`config.mk`:
```
export PLATFORM = sky130hd
export DESIGN_NAME = phy_mgmt_top
export DESIGN_NICKNAME = d
export VERILOG_FILES = /design/src/core/phy_mgmt_pkg.sv /design/src/core/phy_port_regs.sv /design/src/core/phy_mgmt_top.sv
export SDC_FILE = /design/constraint.sdc
export NUM_CORES = 1
export LEC_CHECK = 0
export BUFFER_PORTS_ARGS = -buffer_cell sky130_fd_sc_hd__buf_2
export CAP_MARGIN = 30
export CORE_MARGIN = 8
export CORE_UTILIZATION = 39
export CTS_BUF_LIST = sky130_fd_sc_hd__clkbuf_2
export DETAILED_ROUTE_END_ITERATION = 12
export PLACE_DENSITY = 0.54
export SLEW_MARGIN = 20
export SYNTH_ARGS = -nofsm -noshare
export SYNTH_HDL_FRONTEND = slang
export SYNTH_SLANG_ARGS = --single-unit
```
`constraint.sdc`:
```
create_clock -name clk -period 2.8 [get_ports clk]
set_clock_uncertainty 0.1 [all_clocks]
set_input_delay 0.42 -clock clk [delete_from_list [all_inputs] [get_ports clk]]
set_output_delay 0.42 -clock clk [all_outputs]
set_load 0.005 [all_outputs]
```
`src/core/phy_mgmt_pkg.sv`:
```
// Constants for the per-port page select, event counters and coding-sublayer config
//
// Behaviour
// - Page selector picks set at 14h-1Fh
// - Reserved selector and counter bits read zero
// - False carrier tally counts each event
// - False carrier tally sticks at FFh
// - Receive error counts invalid symbol during carrier
// - At most one count per carrier
// - No count when carrier saw collision
// - Receive error tally sticks at maximum
// - Free-clock bit selects free receive clock
// - Quiet-transmit bit selects true quiet mode
// - Signal-detect force forces signal detection
// - Option one: lock loss keeps link
// - Option zero: lock loss drops link
// - Descrambler timeout 722us or 2ms
// - Fiber bit loaded from strap, writable
// - Forced-good-link bit reports good link
package phy_mgmt_pkg;

  // ****************************************
  // Register map
  // ****************************************
  localparam logic [4:0] ADDR_PAGE_SEL = 5'h13;
  localparam logic [4:0] ADDR_FALSE_CARRIER = 5'h14;
  localparam logic [4:0] ADDR_RX_ERROR = 5'h15;
  localparam logic [4:0] ADDR_CODING_CFG = 5'h16;
  localparam logic [4:0] ADDR_PAGED_LO = 5'h14;
  localparam logic [4:0] ADDR_PAGED_HI = 5'h1F;
  localparam logic [1:0] PAGE_EXT0 = 2'h0;
  localparam logic [1:0] PAGE_DIAG = 2'h2;
  localparam logic [15:0] ZERO16 = 16'h0000;
  localparam logic [7:0] COUNT_MAX = 8'hFF;
  localparam logic [7:0] COUNT_ONE = 8'h01;
  localparam logic [7:0] COUNT_ZERO = 8'h00;

  // ****************************************
  // Coding-sublayer config fields
  // ****************************************
  localparam int FLD_FREE_CLK = 11;
  localparam int FLD_QUIET_TX = 10;
  localparam int FLD_SD_FORCE = 9;
  localparam int FLD_SIGNAL_DETECT_OPTION = 8;
  localparam int FLD_DESC_LONG = 7;
  localparam int FLD_FIBER = 6;
  localparam int FLD_FORCE_GOOD = 5;
  localparam logic RST_SIGNAL_DETECT_OPTION = 1'b1;

  // ****************************************
  // Management frame
  // ****************************************
  localparam logic [4:0] PHY_ADDR_PORT0 = 5'h01;
  localparam logic [4:0] PHY_ADDR_PORT1 = 5'h02;
  localparam logic [1:0] OP_READ = 2'h2;
  localparam logic [1:0] OP_WRITE = 2'h1;
  localparam logic [5:0] PREAMBLE_ONES = 6'h20;
  localparam logic [4:0] OP_BITS_LAST = 5'h01;
  localparam logic [4:0] ADDR_BITS_LAST = 5'h09;
  localparam logic [4:0] DATA_BITS_LAST = 5'h0F;
  localparam logic [4:0] DATA_BITS_DONE = 5'h10;
  localparam logic [4:0] TA_BITS_LAST = 5'h01;

  // ****************************************
  // Timing
  // ****************************************
  localparam int CLK_PERIOD_NS = 20;
  localparam int DESC_TIMEOUT_SHORT_NS = 722000;
  localparam int DESC_TIMEOUT_LONG_NS = 2000000;
  localparam int DESC_TIMEOUT_SHORT_CYC = DESC_TIMEOUT_SHORT_NS / CLK_PERIOD_NS;
  localparam int DESC_TIMEOUT_LONG_CYC = DESC_TIMEOUT_LONG_NS / CLK_PERIOD_NS;
  localparam int TIMER_W = 17;

endpackage

```
`src/core/phy_port_regs.sv`:
```
// One port's page selector, event counters and coding-sublayer config
`timescale 1ns/10ps
`default_nettype none
module phy_port_regs #(
  parameter logic [16:0] TIMEOUT_SHORT_CYC = 17'(phy_mgmt_pkg::DESC_TIMEOUT_SHORT_CYC),
  parameter logic [16:0] TIMEOUT_LONG_CYC = 17'(phy_mgmt_pkg::DESC_TIMEOUT_LONG_CYC)
) (
  input wire logic clk,
  input wire logic rst_n,
  input wire logic rd_en,
  input wire logic wr_en,
  input wire logic [4:0] reg_addr,
  input wire logic [15:0] wdata,
  output logic [15:0] rdata,
  input wire logic fiber_strap,
  input wire logic false_carrier_evt,
  input wire logic carrier_valid,
  input wire logic symbol_invalid,
  input wire logic collision,
  input wire logic signal_level_ok,
  input wire logic descrambler_sync,
  output logic rx_clk_free_run,
  output logic quiet_transmit_enable,
  output logic signal_detect_force,
  output logic fiber_mode_enable,
  output logic descrambler_locked,
  output logic link_good
);

  typedef struct packed {
    logic [1:0] page;
    logic [7:0] fc_cnt;
    logic [7:0] re_cnt;
    logic carrier_d;
    logic err_seen;
    logic col_seen;
    logic free_clk;
    logic quiet;
    logic sd_force;
    logic signal_detect_option;
    logic desc_long;
    logic fiber;
    logic force_good;
    logic [1:0] strap_sync;
    logic lock;
    logic [16:0] lock_timer;
    logic link;
    logic good;
  } port_state_t;

  port_state_t st_r;
  port_state_t st_nxt;
  logic sig_valid;
  logic [16:0] timeout_lim;

  function automatic logic [7:0] sat_inc(input logic [7:0] v);
    sat_inc = (v == phy_mgmt_pkg::COUNT_MAX) ? v : v + phy_mgmt_pkg::COUNT_ONE;
  endfunction

  function automatic logic in_page0(input logic [4:0] a, input logic [1:0] pg);
    in_page0 = (a < phy_mgmt_pkg::ADDR_PAGED_LO) || (a > phy_mgmt_pkg::ADDR_PAGED_HI) ||
               (pg == phy_mgmt_pkg::PAGE_EXT0);
  endfunction

  // ****************************************
  // Register read
  // ****************************************
  always_comb begin
    rdata = phy_mgmt_pkg::ZERO16;
    if (in_page0(reg_addr, st_r.page)) begin
      case (reg_addr)
        phy_mgmt_pkg::ADDR_PAGE_SEL: rdata = {14'h0000, st_r.page};
        phy_mgmt_pkg::ADDR_FALSE_CARRIER: rdata = {8'h00, st_r.fc_cnt};
        phy_mgmt_pkg::ADDR_RX_ERROR: rdata = {8'h00, st_r.re_cnt};
        phy_mgmt_pkg::ADDR_CODING_CFG: begin
          rdata[phy_mgmt_pkg::FLD_FREE_CLK] = st_r.free_clk;
          rdata[phy_mgmt_pkg::FLD_QUIET_TX] = st_r.quiet;
          rdata[phy_mgmt_pkg::FLD_SD_FORCE] = st_r.sd_force;
          rdata[phy_mgmt_pkg::FLD_SIGNAL_DETECT_OPTION] = st_r.signal_detect_option;
          rdata[phy_mgmt_pkg::FLD_DESC_LONG] = st_r.desc_long;
          rdata[phy_mgmt_pkg::FLD_FIBER] = st_r.fiber;
          rdata[phy_mgmt_pkg::FLD_FORCE_GOOD] = st_r.force_good;
        end
        default: rdata = phy_mgmt_pkg::ZERO16;
      endcase
    end
  end

  // ****************************************
  // Next state
  // ****************************************
  always_comb begin
    st_nxt = st_r;
    sig_valid = signal_level_ok | st_r.sd_force;
    timeout_lim = st_r.desc_long ? TIMEOUT_LONG_CYC : TIMEOUT_SHORT_CYC;
    st_nxt.strap_sync = {st_r.strap_sync[0], fiber_strap};
    // Read side effect first so a same-cycle event still counts
    if (rd_en && in_page0(reg_addr, st_r.page)) begin
      if (reg_addr == phy_mgmt_pkg::ADDR_FALSE_CARRIER) begin
        st_nxt.fc_cnt = phy_mgmt_pkg::COUNT_ZERO;
      end
      if (reg_addr == phy_mgmt_pkg::ADDR_RX_ERROR) begin
        st_nxt.re_cnt = phy_mgmt_pkg::COUNT_ZERO;
      end
    end
    if (false_carrier_evt) begin
      st_nxt.fc_cnt = sat_inc(st_nxt.fc_cnt);
    end
    // Per carrier tracking of errors and collisions
    st_nxt.carrier_d = carrier_valid;
    if (carrier_valid) begin
      st_nxt.err_seen = st_r.err_seen | symbol_invalid;
      st_nxt.col_seen = st_r.col_seen | collision;
    end else begin
      st_nxt.err_seen = 1'b0;
      st_nxt.col_seen = 1'b0;
    end
    if (st_r.carrier_d && !carrier_valid && st_r.err_seen && !st_r.col_seen) begin
      st_nxt.re_cnt = sat_inc(st_nxt.re_cnt);
    end
    if (wr_en && in_page0(reg_addr, st_r.page)) begin
      case (reg_addr)
        phy_mgmt_pkg::ADDR_PAGE_SEL: st_nxt.page = wdata[1:0];
        phy_mgmt_pkg::ADDR_CODING_CFG: begin
          st_nxt.free_clk = wdata[phy_mgmt_pkg::FLD_FREE_CLK];
          st_nxt.quiet = wdata[phy_mgmt_pkg::FLD_QUIET_TX];
          st_nxt.sd_force = wdata[phy_mgmt_pkg::FLD_SD_FORCE];
          st_nxt.signal_detect_option = wdata[phy_mgmt_pkg::FLD_SIGNAL_DETECT_OPTION];
          st_nxt.desc_long = wdata[phy_mgmt_pkg::FLD_DESC_LONG];
          st_nxt.fiber = wdata[phy_mgmt_pkg::FLD_FIBER];
          st_nxt.force_good = wdata[phy_mgmt_pkg::FLD_FORCE_GOOD];
        end
        default: st_nxt.page = st_r.page;
      endcase
    end
    // Descrambler lock with timeout
    if (descrambler_sync) begin
      st_nxt.lock = 1'b1;
      st_nxt.lock_timer = '0;
    end else if (st_r.lock) begin
      if (st_r.lock_timer >= timeout_lim) begin
        st_nxt.lock = 1'b0;
        st_nxt.lock_timer = '0;
      end else begin
        st_nxt.lock_timer = st_r.lock_timer + 17'h0_0001;
      end
    end
    // Link qualification
    if (!sig_valid) begin
      st_nxt.link = 1'b0;
    end else if (!st_r.link) begin
      st_nxt.link = st_r.lock;
    end else if (!st_r.signal_detect_option && !st_r.lock) begin
      st_nxt.link = 1'b0;
    end
    st_nxt.good = st_nxt.link | st_nxt.force_good;
    if (!rst_n) begin
      st_nxt = '0;
      st_nxt.strap_sync = {st_r.strap_sync[0], fiber_strap};
      st_nxt.signal_detect_option = phy_mgmt_pkg::RST_SIGNAL_DETECT_OPTION;
      st_nxt.fiber = st_r.strap_sync[1];
    end
  end

  always_ff @(posedge clk) begin
    st_r <= st_nxt;
  end

  assign rx_clk_free_run = st_r.free_clk;
  assign quiet_transmit_enable = st_r.quiet;
  assign signal_detect_force = st_r.sd_force;
  assign fiber_mode_enable = st_r.fiber;
  assign descrambler_locked = st_r.lock;
  assign link_good = st_r.good;

endmodule // phy_port_regs
`default_nettype wire

```
`src/core/phy_mgmt_top.sv`:
```
// Serial management slave serving the register slices of both ports
`timescale 1ns/10ps
`default_nettype none
module phy_mgmt_top #(
  parameter logic [16:0] TIMEOUT_SHORT_CYC = 17'(phy_mgmt_pkg::DESC_TIMEOUT_SHORT_CYC),
  parameter logic [16:0] TIMEOUT_LONG_CYC = 17'(phy_mgmt_pkg::DESC_TIMEOUT_LONG_CYC)
) (
  input wire logic clk,
  input wire logic rst_n,
  input wire logic mdc,
  input wire logic mdio_in,
  output logic mdio_out,
  output logic mdio_oe,
  input wire logic [1:0] fiber_strap,
  input wire logic [1:0] false_carrier_evt,
  input wire logic [1:0] carrier_valid,
  input wire logic [1:0] symbol_invalid,
  input wire logic [1:0] collision,
  input wire logic [1:0] signal_level_ok,
  input wire logic [1:0] descrambler_sync,
  output logic [1:0] rx_clk_free_run,
  output logic [1:0] quiet_transmit_enable,
  output logic [1:0] signal_detect_force,
  output logic [1:0] fiber_mode_enable,
  output logic [1:0] descrambler_locked,
  output logic [1:0] link_good
);

  typedef enum logic [2:0] {
    S_PRE = 3'b000,
    S_START = 3'b001,
    S_OP = 3'b010,
    S_ADDR = 3'b011,
    S_TA_RD = 3'b100,
    S_RDATA = 3'b101,
    S_TA_WR = 3'b110,
    S_WDATA = 3'b111
  } mgmt_fsm_t;

  typedef struct packed {
    mgmt_fsm_t fsm;
    logic [2:0] mdc_sync;
    logic [1:0] mdio_sync;
    logic [5:0] ones;
    logic [4:0] cnt;
    logic [1:0] op;
    logic [9:0] addr;
    logic [15:0] shift;
    logic rd_pulse;
    logic wr_pulse;
    logic sel;
    logic out;
    logic oe;
  } mgmt_state_t;

  mgmt_state_t st_r;
  mgmt_state_t st_nxt;
  logic [1:0] port_rd;
  logic [1:0] port_wr;
  logic [15:0] port_rdata [2];
  logic mdc_rise;
  logic mdc_fall;
  logic bit_in;
  logic [9:0] addr_next;
  logic hit0;
  logic hit1;

  // ****************************************
  // Port slices
  // ****************************************
  genvar gi;
  generate
    for (gi = 0; gi < 2; gi++) begin : g_port
      assign port_rd[gi] = st_r.rd_pulse && (st_r.sel == 1'(gi));
      assign port_wr[gi] = st_r.wr_pulse && (st_r.sel == 1'(gi));
      phy_port_regs #(
        .TIMEOUT_SHORT_CYC(TIMEOUT_SHORT_CYC),
        .TIMEOUT_LONG_CYC(TIMEOUT_LONG_CYC)
      ) u_port (
        .clk(clk),
        .rst_n(rst_n),
        .rd_en(port_rd[gi]),
        .wr_en(port_wr[gi]),
        .reg_addr(st_r.addr[4:0]),
        .wdata(st_r.shift),
        .rdata(port_rdata[gi]),
        .fiber_strap(fiber_strap[gi]),
        .false_carrier_evt(false_carrier_evt[gi]),
        .carrier_valid(carrier_valid[gi]),
        .symbol_invalid(symbol_invalid[gi]),
        .collision(collision[gi]),
        .signal_level_ok(signal_level_ok[gi]),
        .descrambler_sync(descrambler_sync[gi]),
        .rx_clk_free_run(rx_clk_free_run[gi]),
        .quiet_transmit_enable(quiet_transmit_enable[gi]),
        .signal_detect_force(signal_detect_force[gi]),
        .fiber_mode_enable(fiber_mode_enable[gi]),
        .descrambler_locked(descrambler_locked[gi]),
        .link_good(link_good[gi])
      );
    end
  endgenerate

  // ****************************************
  // Frame engine
  // ****************************************
  always_comb begin
    st_nxt = st_r;
    st_nxt.mdc_sync = {st_r.mdc_sync[1:0], mdc};
    st_nxt.mdio_sync = {st_r.mdio_sync[0], mdio_in};
    st_nxt.rd_pulse = 1'b0;
    st_nxt.wr_pulse = 1'b0;
    mdc_rise = st_r.mdc_sync[1] && !st_r.mdc_sync[2];
    mdc_fall = !st_r.mdc_sync[1] && st_r.mdc_sync[2];
    bit_in = st_r.mdio_sync[1];
    addr_next = {st_r.addr[8:0], bit_in};
    hit0 = addr_next[9:5] == phy_mgmt_pkg::PHY_ADDR_PORT0;
    hit1 = addr_next[9:5] == phy_mgmt_pkg::PHY_ADDR_PORT1;
    // Capture read data before the clear-on-read takes effect
    if (st_r.rd_pulse) begin
      st_nxt.shift = port_rdata[st_r.sel];
    end
    case (st_r.fsm)
      S_PRE: begin
        if (mdc_rise) begin
          if (bit_in) begin
            if (st_r.ones != phy_mgmt_pkg::PREAMBLE_ONES) begin
              st_nxt.ones = st_r.ones + 6'h01;
            end
          end else begin
            st_nxt.ones = '0;
            if (st_r.ones == phy_mgmt_pkg::PREAMBLE_ONES) begin
              st_nxt.fsm = S_START;
            end
          end
        end
      end
      S_START: begin
        if (mdc_rise) begin
          st_nxt.cnt = '0;
          st_nxt.fsm = bit_in ? S_OP : S_PRE;
        end
      end
      S_OP: begin
        if (mdc_rise) begin
          st_nxt.op = {st_r.op[0], bit_in};
          st_nxt.cnt = st_r.cnt + 5'h01;
          if (st_r.cnt == phy_mgmt_pkg::OP_BITS_LAST) begin
            st_nxt.cnt = '0;
            st_nxt.fsm = S_ADDR;
          end
        end
      end
      S_ADDR: begin
        if (mdc_rise) begin
          st_nxt.addr = addr_next;
          st_nxt.cnt = st_r.cnt + 5'h01;
          if (st_r.cnt == phy_mgmt_pkg::ADDR_BITS_LAST) begin
            st_nxt.cnt = '0;
            st_nxt.sel = hit1;
            st_nxt.fsm = S_PRE;
            if (hit0 || hit1) begin
              if (st_r.op == phy_mgmt_pkg::OP_READ) begin
                st_nxt.rd_pulse = 1'b1;
                st_nxt.fsm = S_TA_RD;
              end else if (st_r.op == phy_mgmt_pkg::OP_WRITE) begin
                st_nxt.fsm = S_TA_WR;
              end
            end
          end
        end
      end
      S_TA_RD: begin
        if (mdc_fall) begin
          st_nxt.cnt = st_r.cnt + 5'h01;
          if (st_r.cnt == phy_mgmt_pkg::TA_BITS_LAST) begin
            st_nxt.oe = 1'b1;
            st_nxt.out = 1'b0;
            st_nxt.cnt = '0;
            st_nxt.fsm = S_RDATA;
          end
        end
      end
      S_RDATA: begin
        if (mdc_fall) begin
          if (st_r.cnt == phy_mgmt_pkg::DATA_BITS_DONE) begin
            st_nxt.oe = 1'b0;
            st_nxt.out = 1'b0;
            st_nxt.fsm = S_PRE;
          end else begin
            st_nxt.out = st_r.shift[15];
            st_nxt.shift = {st_r.shift[14:0], 1'b0};
            st_nxt.cnt = st_r.cnt + 5'h01;
          end
        end
      end
      S_TA_WR: begin
        if (mdc_rise) begin
          st_nxt.cnt = st_r.cnt + 5'h01;
          if (st_r.cnt == phy_mgmt_pkg::TA_BITS_LAST) begin
            st_nxt.cnt = '0;
            st_nxt.fsm = S_WDATA;
          end
        end
      end
      S_WDATA: begin
        if (mdc_rise) begin
          st_nxt.shift = {st_r.shift[14:0], bit_in};
          st_nxt.cnt = st_r.cnt + 5'h01;
          if (st_r.cnt == phy_mgmt_pkg::DATA_BITS_LAST) begin
            st_nxt.wr_pulse = 1'b1;
            st_nxt.cnt = '0;
            st_nxt.fsm = S_PRE;
          end
        end
      end
      default: st_nxt.fsm = S_PRE;
    endcase
    if (!rst_n) begin
      st_nxt = '0;
      st_nxt.mdc_sync = {st_r.mdc_sync[1:0], mdc};
      st_nxt.mdio_sync = {st_r.mdio_sync[0], mdio_in};
    end
  end

  always_ff @(posedge clk) begin
    st_r <= st_nxt;
  end

  assign mdio_out = st_r.out;
  assign mdio_oe = st_r.oe;

endmodule // phy_mgmt_top
`default_nettype wire

```
# Word level (Yosys, flattened, before mapping)

Cells that the tools add are included.

Bits in registers: 152
Bits of input ports: 18
Output and inout port bits: 14

$add $sub $neg: 8
$lt $le $gt $ge: 5
Eq/ne operators: 46
Mux-type cells: 93
Bitwise gates (word level): 11
Reduce and logical (&&, ||, !) cells: 57

Operators with widths:

| operator                                                        | number |
|---|---|
| 16-bit 2-to-1 mux                                               | 9 |
| 8-bit 2-to-1 mux                                                | 12 |
| 18-bit 2-to-1 mux                                               | 4 |
| 17-bit 2-to-1 mux                                               | 4 |
| 3-bit 2-to-1 mux                                                | 19 |
| 5-bit 2-to-1 mux                                                | 10 |
| 24-bit 2-to-1 mux                                               | 2 |
| 7-bit case mux with 3 select lines                              | 2 |
| 5-bit case mux with 7 select lines                              | 1 |
| 17-bit by 1-bit adder with 17-bit output, second input constant | 2 |
| 17-bit >= comparator                                            | 2 |
| 2-bit != test, second input constant                            | 17 |
| 8-bit by 1-bit adder with 8-bit output, second input constant   | 4 |
| 8-bit equality test, second input constant                      | 4 |
| 16-bit case mux with 2 select lines                             | 1 |
| 5-bit case mux with 3 select lines                              | 2 |
| 5-bit equality test, second input constant                      | 5 |
| 12-bit 2-to-1 mux                                               | 2 |
| 3-bit case mux with 8 select lines                              | 1 |
| 2-bit AND reduction                                             | 10 |
| 1-bit logical AND                                               | 18 |
| 2-bit 2-to-1 mux                                                | 8 |
| 16-bit AND reduction                                            | 1 |
| 3-bit equality test, second input constant                      | 4 |
| 33 further kinds                                                | 76 |

# Longest topological paths before layout

Gate-level depths: netlist of run 1.

Word-level depth: 11
Depth in mapped cells: 13
Mapped depth without buffers: 11

# Hierarchy

From an unflattened synthesis of run 1, not the netlist that was laid out.

Cells, all modules: 968
Area total of the unflattened synthesis: 8421.8 µm²

Modules (own cells, without submodules):

| module        | instances | cells an instance | area an instance (µm²) | seq. area each (µm²) |
|---|---|---|---|---|
| phy_port_regs | 2         | 326               | 2856.5                 | 1011.0 |
| phy_mgmt_top  | 1         | 316               | 2708.8                 | 1021.0 |

# Worst setup path after synthesis of run 1

Ideal clock, no wire load.

Path type: register to register
Start: register st_r (netlist bit addr_next[4])
End: register g_port[0].u_port.st_r[37] (netlist name)
Setup time: 0.070 ns
Arrival: 2.287 ns
Slack: 0.343 ns
Stages on the path, launching flop included: 12
Path buffers: 2
Cell sequence: dfxtp_1 -> clkbuf_2 -> and3b_1 -> and2_0 -> clkbuf_1 -> nand2_1 -> and2_1 -> ha_1 -> nand2_1 -> a2111o_1 -> or2_1 -> a21oi_1

Cells in the longest elaborated chain, start to end: 8

RTL lines:

| element                                                                              | line                 | RTL |
|---|---|---|
| start: declaration                                                                   | phy_mgmt_top.sv:56   | `mgmt_state_t st_r;` |
| start signal: assignment                                                             | phy_mgmt_top.sv:227  | `st_r <= st_nxt;` |
| 5-bit < comparator / 5-bit > comparator (equally long branches)                      | phy_port_regs.sv:61  | `in_page0 = (a < phy_mgmt_pkg::ADDR_PAGED_LO) \|\| (a > phy_mgmt_pkg::ADDR_PAGED_HI) \|\|` |
| 1-bit logical OR (2 in a row)                                                        | phy_port_regs.sv:61  |  |
| 1-bit logical AND                                                                    | phy_port_regs.sv:98  | `if (rd_en && in_page0(reg_addr, st_r.page)) begin` |
| 16-bit 2-to-1 mux *                                                                  | phy_port_regs.sv:98  |  |
| 8-bit by 1-bit adder with 8-bit output / 8-bit equality test (equally long branches) | phy_port_regs.sv:57  | `sat_inc = (v == phy_mgmt_pkg::COUNT_MAX) ? v : v + phy_mgmt_pkg::COUNT_ONE;` |
| 8-bit 2-to-1 mux                                                                     | phy_port_regs.sv:57  |  |
| 8-bit 2-to-1 mux *                                                                   | phy_port_regs.sv:118 | `if (st_r.carrier_d && !carrier_valid && st_r.err_seen && !st_r.col_seen) begin` |
| end signal: assignment                                                               | phy_port_regs.sv:166 | `st_r <= st_nxt;` |
| end: declaration                                                                     | phy_port_regs.sv:51  | `port_state_t st_r;` |

Every way passes the cells marked *; elsewhere a longest branch is shown, timed or not.
A chain may end at the register's enable or synchronous reset.

# Worst setup path after layout of run 1

Start: register st_r (netlist bit addr_next[4])
End: register g_port[0].u_port.st_r[43] (netlist name)

Cells in the longest elaborated chain, start to end: 8

RTL lines:

| element                                                                              | line                 | RTL |
|---|---|---|
| 5-bit < comparator / 5-bit > comparator (equally long branches)                      | phy_port_regs.sv:61  |  |
| 1-bit logical OR (2 in a row)                                                        | phy_port_regs.sv:61  |  |
| 1-bit logical AND                                                                    | phy_port_regs.sv:98  |  |
| 16-bit 2-to-1 mux *                                                                  | phy_port_regs.sv:98  |  |
| 8-bit by 1-bit adder with 8-bit output / 8-bit equality test (equally long branches) | phy_port_regs.sv:57  |  |
| 8-bit 2-to-1 mux                                                                     | phy_port_regs.sv:57  |  |
| 8-bit 2-to-1 mux *                                                                   | phy_port_regs.sv:106 | `if (false_carrier_evt) begin` |

Marks and branches as above.

==> results of run 1 <==
==> where the power goes <==
part           leakage, nW  internal, mW  switching (mW)
clock network        0.139         0.418           0.822
registers             1.23          2.19          0.0255
logic                 1.88        0.0815           0.106
==> per-stage QoR <==
step / instances / hold slack, ns / worst slack [ns]
final: 1268 / 0.2267 / 0.1716
after global routing: 1268 / 0.1115 / 0.03672
after global placement: 1214 / 0.2131 / 0.1102
after CTS: 1267 / 0.1504 / 0.05995
after floorplan: 938 / 0.2096 / 0.3430
after detailed placement: 1214 / 0.2121 / 0.04111
==> worst max-delay path by stage <==
| stage | start | to | slack [ns] |
|---|---|---|---|
| 2_1_floorplan | addr_next[4] | g_port[0].u_port.st_r[37] | 0.34 |
| 6_report | addr_next[4] | g_port[0].u_port.st_r[43] | 0.17 |
| 5_1_grt | g_port[0].u_port.st_r[24] | g_port[0].u_port.st_r[5] | 0.04 |
| 3_5_place_dp | addr_next[5] | g_port[0].u_port.st_r[43] | 0.04 |
| 4_1_cts | addr_next[5] | g_port[0].u_port.st_r[43] | 0.06 |
| 3_3_place_gp | addr_next[5] | g_port[0].u_port.st_r[43] | 0.11 |
==> cells by family after synthesis <==
logic type	synth area share (%)
compound gates	17.93
xor+xnor	2.699
fa+ha+maj	4.980
buf+inv	5.478
flops	39.07
mux	3.486
simple gates	26.36
==> cell usage after synthesis (7+ instances only) <==
cell and instances:
or3_1 8, clkbuf_1 24, a221oi_1 10, nor3_1 14, and3_1 13, nand3_1 52, and4_1 7, xnor2_1 13
dfxtp_1 149, xor2_1 11, nand2_1 105, inv_1 37, mux2i_1 26, a21oi_1 58, ha_1 31, nand2b_1 12
nand4_1 21, a31oi_1 16, buf_4 12, o21ai_0 36, and2_1 13, nor4_1 7, buf_2 7, nor2_1 125
==> per-layer routing <==
metal,global-route usage (%),part of all wire (%)
met1,19.84,48
met2,27.26,48
met3,3.427,3.1
met4,4.125,1.0
met5,0,0
==> timing repair <==
| action | 4_1_cts | 5_1_grt |
|---|---|---|
| hold endpoints to repair | 32 | 0 |
| hold buffers | 21 | 0 |
| endpoints found under the setup margin | 0 | 3 |
| gates resized for setup | 0 | 3 |
==> worst register-to-register path: cells and delay by family, from the launching register on <==
kind	cells	cell delay, ns
compound gates	1	0.22
fa+ha+maj	1	0.25
buf+inv	1	0.21
xor+xnor	1	0.15
flops	1	0.44
simple gates	6	1.25
==> sequential cells by signal, indices dropped and copies added, names as in the netlist <==
name and cells:
g_port.u_port.link_good 2, g_port.u_port.st_r 88, mdio_oe 1, g_port.u_port.signal_detect_force 2, st_r 39, mdio_out 1
g_port.u_port.rx_clk_free_run 2, g_port.u_port.quiet_transmit_enable 2, addr_next 10, g_port.u_port.fiber_mode_enable 2, g_port.u_port.descrambler_locked 2
==> area by class of cell <==
cell class	count	area (um2)
timing repair buffer	82	590.6
clock buffer	18	90.09
inverter	39	146.4
clock inverter	14	148.9
fill	2009	10850
tap	265	331.6
antenna	1	2.502
sequential	151	3045
multi-input combinational	698	4319
==> results by group, run 1 <==
Clock network
  • CTS tree: done
  • Htree depth: 4
  • Inserted Clock Buffers: 17
  • Deepest clock path buffer count: 2
  • Later-pin clock latency in the skew report: roughly 0.72 ns
  • Clock transition at path regs: 0.24 ns
  • Clock sinks: 151
  • Clk root buf: clkbuf_2
  • Postcts setup bufs: 0

Synthesis
  • Synthesis Warnings: 0
  • Post-synth EDFFs: 2
  • Post-Synthesis Cell Area: a little under 8000 um2
  • #FFs+latches synth: around 150
  • Area contributors post-synth: dfxtp_1 (38%), nor2_1 (6.0%), nand2_1 (5.1%), ha_1 (5.0%), a21oi_1 (3.7%)
  • Post-synthesis cell count: 938
  • Leading area contributor after synthesis: dfxtp_1
  • Share of the synthesized area in the top cell type: 38.30%
  • Syn nets: 987
  • Post-synthesis sequential area ratio: between 30% and 40%
  • Post-synthesis async set-or-reset flop share: 0%
  • Most used DFF post-synth: dfxtp_1
  • Syn avg cell area: 8.304 um2
  • Post-synth cell types: 86

Setup path
  • Required @ worst endpoint: 3.38 ns
  • Crit-path max FO: 9
  • Reg2reg setup slack: 0.17 ns
  • Crit path max-delay family: simple AND/OR/NAND/NOR gates
  • Crit Path Category: reg -> reg
  • CP cell instances: nand4bb_1 > nor4_1 > buf_4 > nor2b_1 > ha_1 > nand4_1 > o31a_1 > nand4_1 > xor2_1 > nor2_1
  • Most Frequent Cell on Critical Path: nand4_1
  • Crit path arrival time: 3.21 ns
  • Slowest-stage cell, CP: nor4_1
  • FF-to-FF Start: addr_next[4]
  • Max incr delay on CP: 0.52 ns
  • Crit path launch type: flop
  • Worst r2r path cells: 10
  • Crit end category: flop
  • R2r endpoint: g_port[0].u_port.st_r[43]
  • Crit path depth: 10
  • Bufs and invs on worst path: 1

Timing
  • RSZ-0062 raised after global routing: no
  • Crit share post-route: between 90% and 100%
  • Max-slew violations: 0
  • Setup TNS: 0 ns
  • Relative slew slack: approximately 60%
  • Worst-Margin Slew: 0.5921 ns
  • Final Hold Fails: 0
  • # setup viols final: 0
  • FMAX: 380.5 MHz
  • Min Tclk post-route: 2.628 ns

Floorplan
  • DIE AREA: 24750 um2
  • Initial core utilization: 39.89%
  • Die X: 157.3 um
  • # IOs: 32
  • FP Rows: 51
  • Die span in y: around 160 um
  • Core area: 19530 um2

Detailed routing
  • DRC Markers: 0
  • Via density per instance: 5.336
  • Drt wl/cell: 15.07 um
  • TritonRoute pass-1 iters: 6
  • Vias: slightly below 7000
  • DR iter-0 viols: 352
  • Post-route ant nets: 0
  • Routed Wire Length: 19100 um

Global routing
  • First-pass GRT wire length: 32040 um
  • Global router's overall resource usage: 15.91%
  • Overflow after GRT: 0
  • Vias in the first global route: 6443
  • Largest net degree at the start of global routing: 31
  • Initial antenna violation count: 1

Place
  • RD Place Congestion: 0.8546
  • Area after DPL: 8220 um2
  • IO buf count: 31
  • Dpl hpwl: 13800 um

Finish
  • Share of cells above drive strength 1: 11.58%
  • Final net count: 1038
  • Core Util, Final: 44.43%
  • Most common cell after layout, fill and taps aside: dfxtp_1
  • P&R area growth vs syn: 11.37%
  • Most frequent cells in the layout: dfxtp_1 (147), nor2_1 (125), nand2_1 (105)
  • Post-route cell area: approximately 8700 um2

Power and ir drop
  • Lkg Pwr: 3.245 nW
  • Power per Cell Area: between 400 and 500 nW/um2
  • Maximum VDD drop: 312.9 uV
  • Total power: 3.641 mW

Min path
  • Hold Path Origin: g_port[0].u_port.st_r[20]
  • Worst Hold Class: reg -> reg
  • Hold path depth: 0
  • Hold EP: g_port[0].u_port.st_r[21]

Run status
  • Result of the run: complete, no violations

Flow run
  • Number of max-cap violations: 0
No activity file was read; power rests on OpenSTA's default activity.
==> inputs of run 2 (changes only) <==
--- a/config.mk
+++ b/config.mk
@@ -5,7 +5,7 @@
 export SDC_FILE = /design/constraint.sdc
 export NUM_CORES = 1
 export LEC_CHECK = 0
-export BUFFER_PORTS_ARGS = -buffer_cell sky130_fd_sc_hd__buf_2
+export BUFFER_PORTS_ARGS = -buffer_cell sky130_fd_sc_hd__buf_4
 export CAP_MARGIN = 30
 export CORE_MARGIN = 8
 export CORE_UTILIZATION = 39
==> run 2 against run 1 <==
  * Critical endpoint is now g_port[0].u_port.st_r[5]
  * Die area unchanged
  * Power is 3.8% higher
  * Setup slack gained 0.025 ns
  * Sequential share of layout area down 0.37 points
  * Critical path type unchanged
  * Sequential cell count stayed put
  * Clock power rose by 10%
  * Sequential power hardly changed
  * First-iteration DRC count down 16%
  * Final area increased by 1.0%
  * Worst hold slack worse by 0.013 ns
  * Wire length down 2.0%
  * Via count decreased by 1.5%
==> results by group, run 2 (synthesis results as in run 1) <==
Run status
  • Result of the run: complete, no violations

Floorplan
  • Initial core utilization: 39.89% (unchanged)
  • Core area: 19530 um2 (unchanged)
  • Die X: 157.3 um (unchanged)
  • Die span in y: 157.3 um (unchanged)
  • DIE AREA: 24750 um2 (unchanged)
  • # IOs: 32 (unchanged)
  • FP Rows: 51 (unchanged)

Global routing
  • Largest net degree at the start of global routing: 36 (+16%)
  • Global router's overall resource usage: 15.58% (-0.33 points)
  • Initial antenna violation count: 1 (unchanged)
  • Overflow after GRT: 0 (unchanged)
  • First-pass GRT wire length: 31390 um (-2.0%)
  • Vias in the first global route: 6303 (-2.2%)

Detailed routing
  • Via density per instance: 5.274 (-1.2%)
  • Drt wl/cell: 14.81 um (-1.7%)
  • Routed Wire Length: 18710 um (-2.0%)
  • DR iter-0 viols: 296 (-16%)
  • TritonRoute pass-1 iters: 9 (+3)
  • Vias: 6666 (-1.5%)
  • Post-route ant nets: 0 (unchanged)
  • DRC Markers: 0 (unchanged)

Setup path
  • CP cell instances: inv_1 > ha_1 > nand2_1 > or4_4 > o2111a_1 > or2_2 > a41oi_1 > a31oi_1
  • Critical path origin: g_port[0].u_port.st_r[24]
  • Reg2reg setup slack: 0.20 ns (+0.02 ns)
  • Crit Path Category: reg -> reg
  • FF-to-FF Start: g_port[0].u_port.st_r[24]
  • Crit end category: flop
  • Setup crit end: g_port[0].u_port.st_r[5]
  • Worst r2r path cells: 8 (-2)
  • Max incr delay on CP: 0.53 ns (about the same)
  • Slowest-stage cell, CP: or4_4
  • Crit-path max FO: 17 (+8)
  • Crit path launch type: flop
  • Required @ worst endpoint: 3.32 ns (-0.06 ns)
  • Crit path arrival time: 3.13 ns (-0.08 ns)
  • R2r endpoint: g_port[0].u_port.st_r[5]

Timing
  • Final Hold Fails: 0 (unchanged)
  • Worst-Margin Slew: 0.6264 ns (+0.03426 ns)
  • Setup TNS: 0 ns (unchanged)
  • FMAX: 384.1 MHz (+0.95%)
  • RSZ-0062 raised after global routing: no
  • PnR worst setup slack: 0.1963 ns (+0.02469 ns)
  • Max-slew violations: 0 (unchanged)
  • Crit share post-route: 92.99% (-0.88 points)
  • # setup viols final: 0 (unchanged)
  • Min Tclk post-route: 2.604 ns (-0.02469 ns)
  • Relative slew slack: 57.92% (-2.3 points)

Place
  • RD Place Congestion: 0.8104 (-5.2%)
  • Dpl hpwl: 13460 um (-2.5%)
  • DP Worst Slack: 0.09172 ns (+0.05061 ns)
  • IO buf count: 31 (unchanged)
  • Area after DPL: 8268 um2 (+0.58%)

Clock network
  • Clk root buf: clkbuf_2
  • CTS tree: done
  • Later-pin clock latency in the skew report: 0.72 ns (about the same)
  • Inserted Clock Buffers: 17 (unchanged)
  • Postcts setup bufs: 0 (unchanged)
  • Clock sinks: 151 (unchanged)
  • Htree depth: 4 (unchanged)
  • Clock transition at path regs: 0.22 ns (-0.02 ns)
  • Deepest clock path buffer count: 2 (unchanged)

Min path
  • Worst Hold Class: in -> reg
  • Hold Path Origin: fiber_strap[0]

Finish
  • Post-route cell area: 8763 um2 (+1.0%)
  • Area of the multi-input gates: 4325 um2 (+0.14%)
  • Most common cell after layout, fill and taps aside: dfxtp_1
  • Fillers: 1984 (-1.2%)
  • Share of cells above drive strength 1: 11.12% (-0.45 points)
  • Largest register FFs: 88 (unchanged)
  • Most frequent cells in the layout: dfxtp_1 (148), nor2_1 (125), nand2_1 (105)
  • Reg area: 3044 um2 (about the same)
  • Final net count: 1034 (-0.39%)
  • P&R area growth vs syn: 12.51%
  • Most flop-heavy register: g_port.u_port.st_r

Power and ir drop
  • Maximum VDD drop: 216.2 uV (-31%)
  • Lkg Pwr: 3.255 nW (+0.29%)
  • Power per Cell Area: 431.4 nW/um2 (+2.8%)

Flow run
  • Number of max-cap violations: 0 (unchanged)
==> run 2: repair_timing <==
item                       4_1_cts  5_1_grt
hold endpoints to repair        31        0
setup endpoints to repair        0        5
gates resized for setup          0        3
hold buffers                    21        0
==> run 2: metrics by stage <==
stage                     util, %  instances  power (mW)  hold slack (ns)
after floorplan                 -        938       2.366           0.2096
after global placement      42.34       1210       2.427           0.2101
after detailed placement    42.34       1210       2.429           0.2128
after CTS                   44.83       1263       3.843           0.1471
after global routing        44.88       1264       3.952           0.1225
final                       44.88       1264       3.781           0.2141
==> run 2: critical path: cells and delay by family, from the launching register on <==
kind / cells / cell delay [ns]
fa+ha+maj: 1 / 0.31
simple gates: 3 / 1.03
buf+inv: 1 / 0.13
compound gates: 3 / 0.50
flops: 1 / 0.45
==> run 2: worst min-delay path by stage <==
stage	end	slack, ns	cells past startpoint
after floorplan	addr_next[0]	0.21	0
after global placement	g_port[1].u_port.st_r[21]	0.21	0
after detailed placement	addr_next[0]	0.21	0
after CTS	g_port[1].u_port.st_r[20]	0.15	2
after global routing	g_port[0].u_port.st_r[20]	0.12	2
final	g_port[0].u_port.st_r[20]	0.21	2
==> run 2: where the power goes <==
part / switching (mW) / internal, mW / total, mW
Sequential: 0.0262 / 2.19 / 2.21
Combinational: 0.105 / 0.0884 / 0.193
Clock: 0.787 / 0.587 / 1.37
Total: 0.918 / 2.86 / 3.78
==> run 2: final cells by class <==
type                    instances  share of cell area, %
well taps                     265                  3.784
diodes                          1                0.02856
clock buffers                  19                  1.085
multi-input cells             698                  49.36
inverters                      39                  1.670
clock inverters                13                  2.056
repair buffers                 78                  7.282
flip-flops and latches        151                  34.74
==> run 2: per-layer routing <==
layer	global-route usage [%]	wire (um)	up-vias
met4	3.944	202	0
met3	3.592	688	19
met1	19.56	8980	3083
met2	26.40	8841	86
li1	-	-	3478
met5	0	0	-
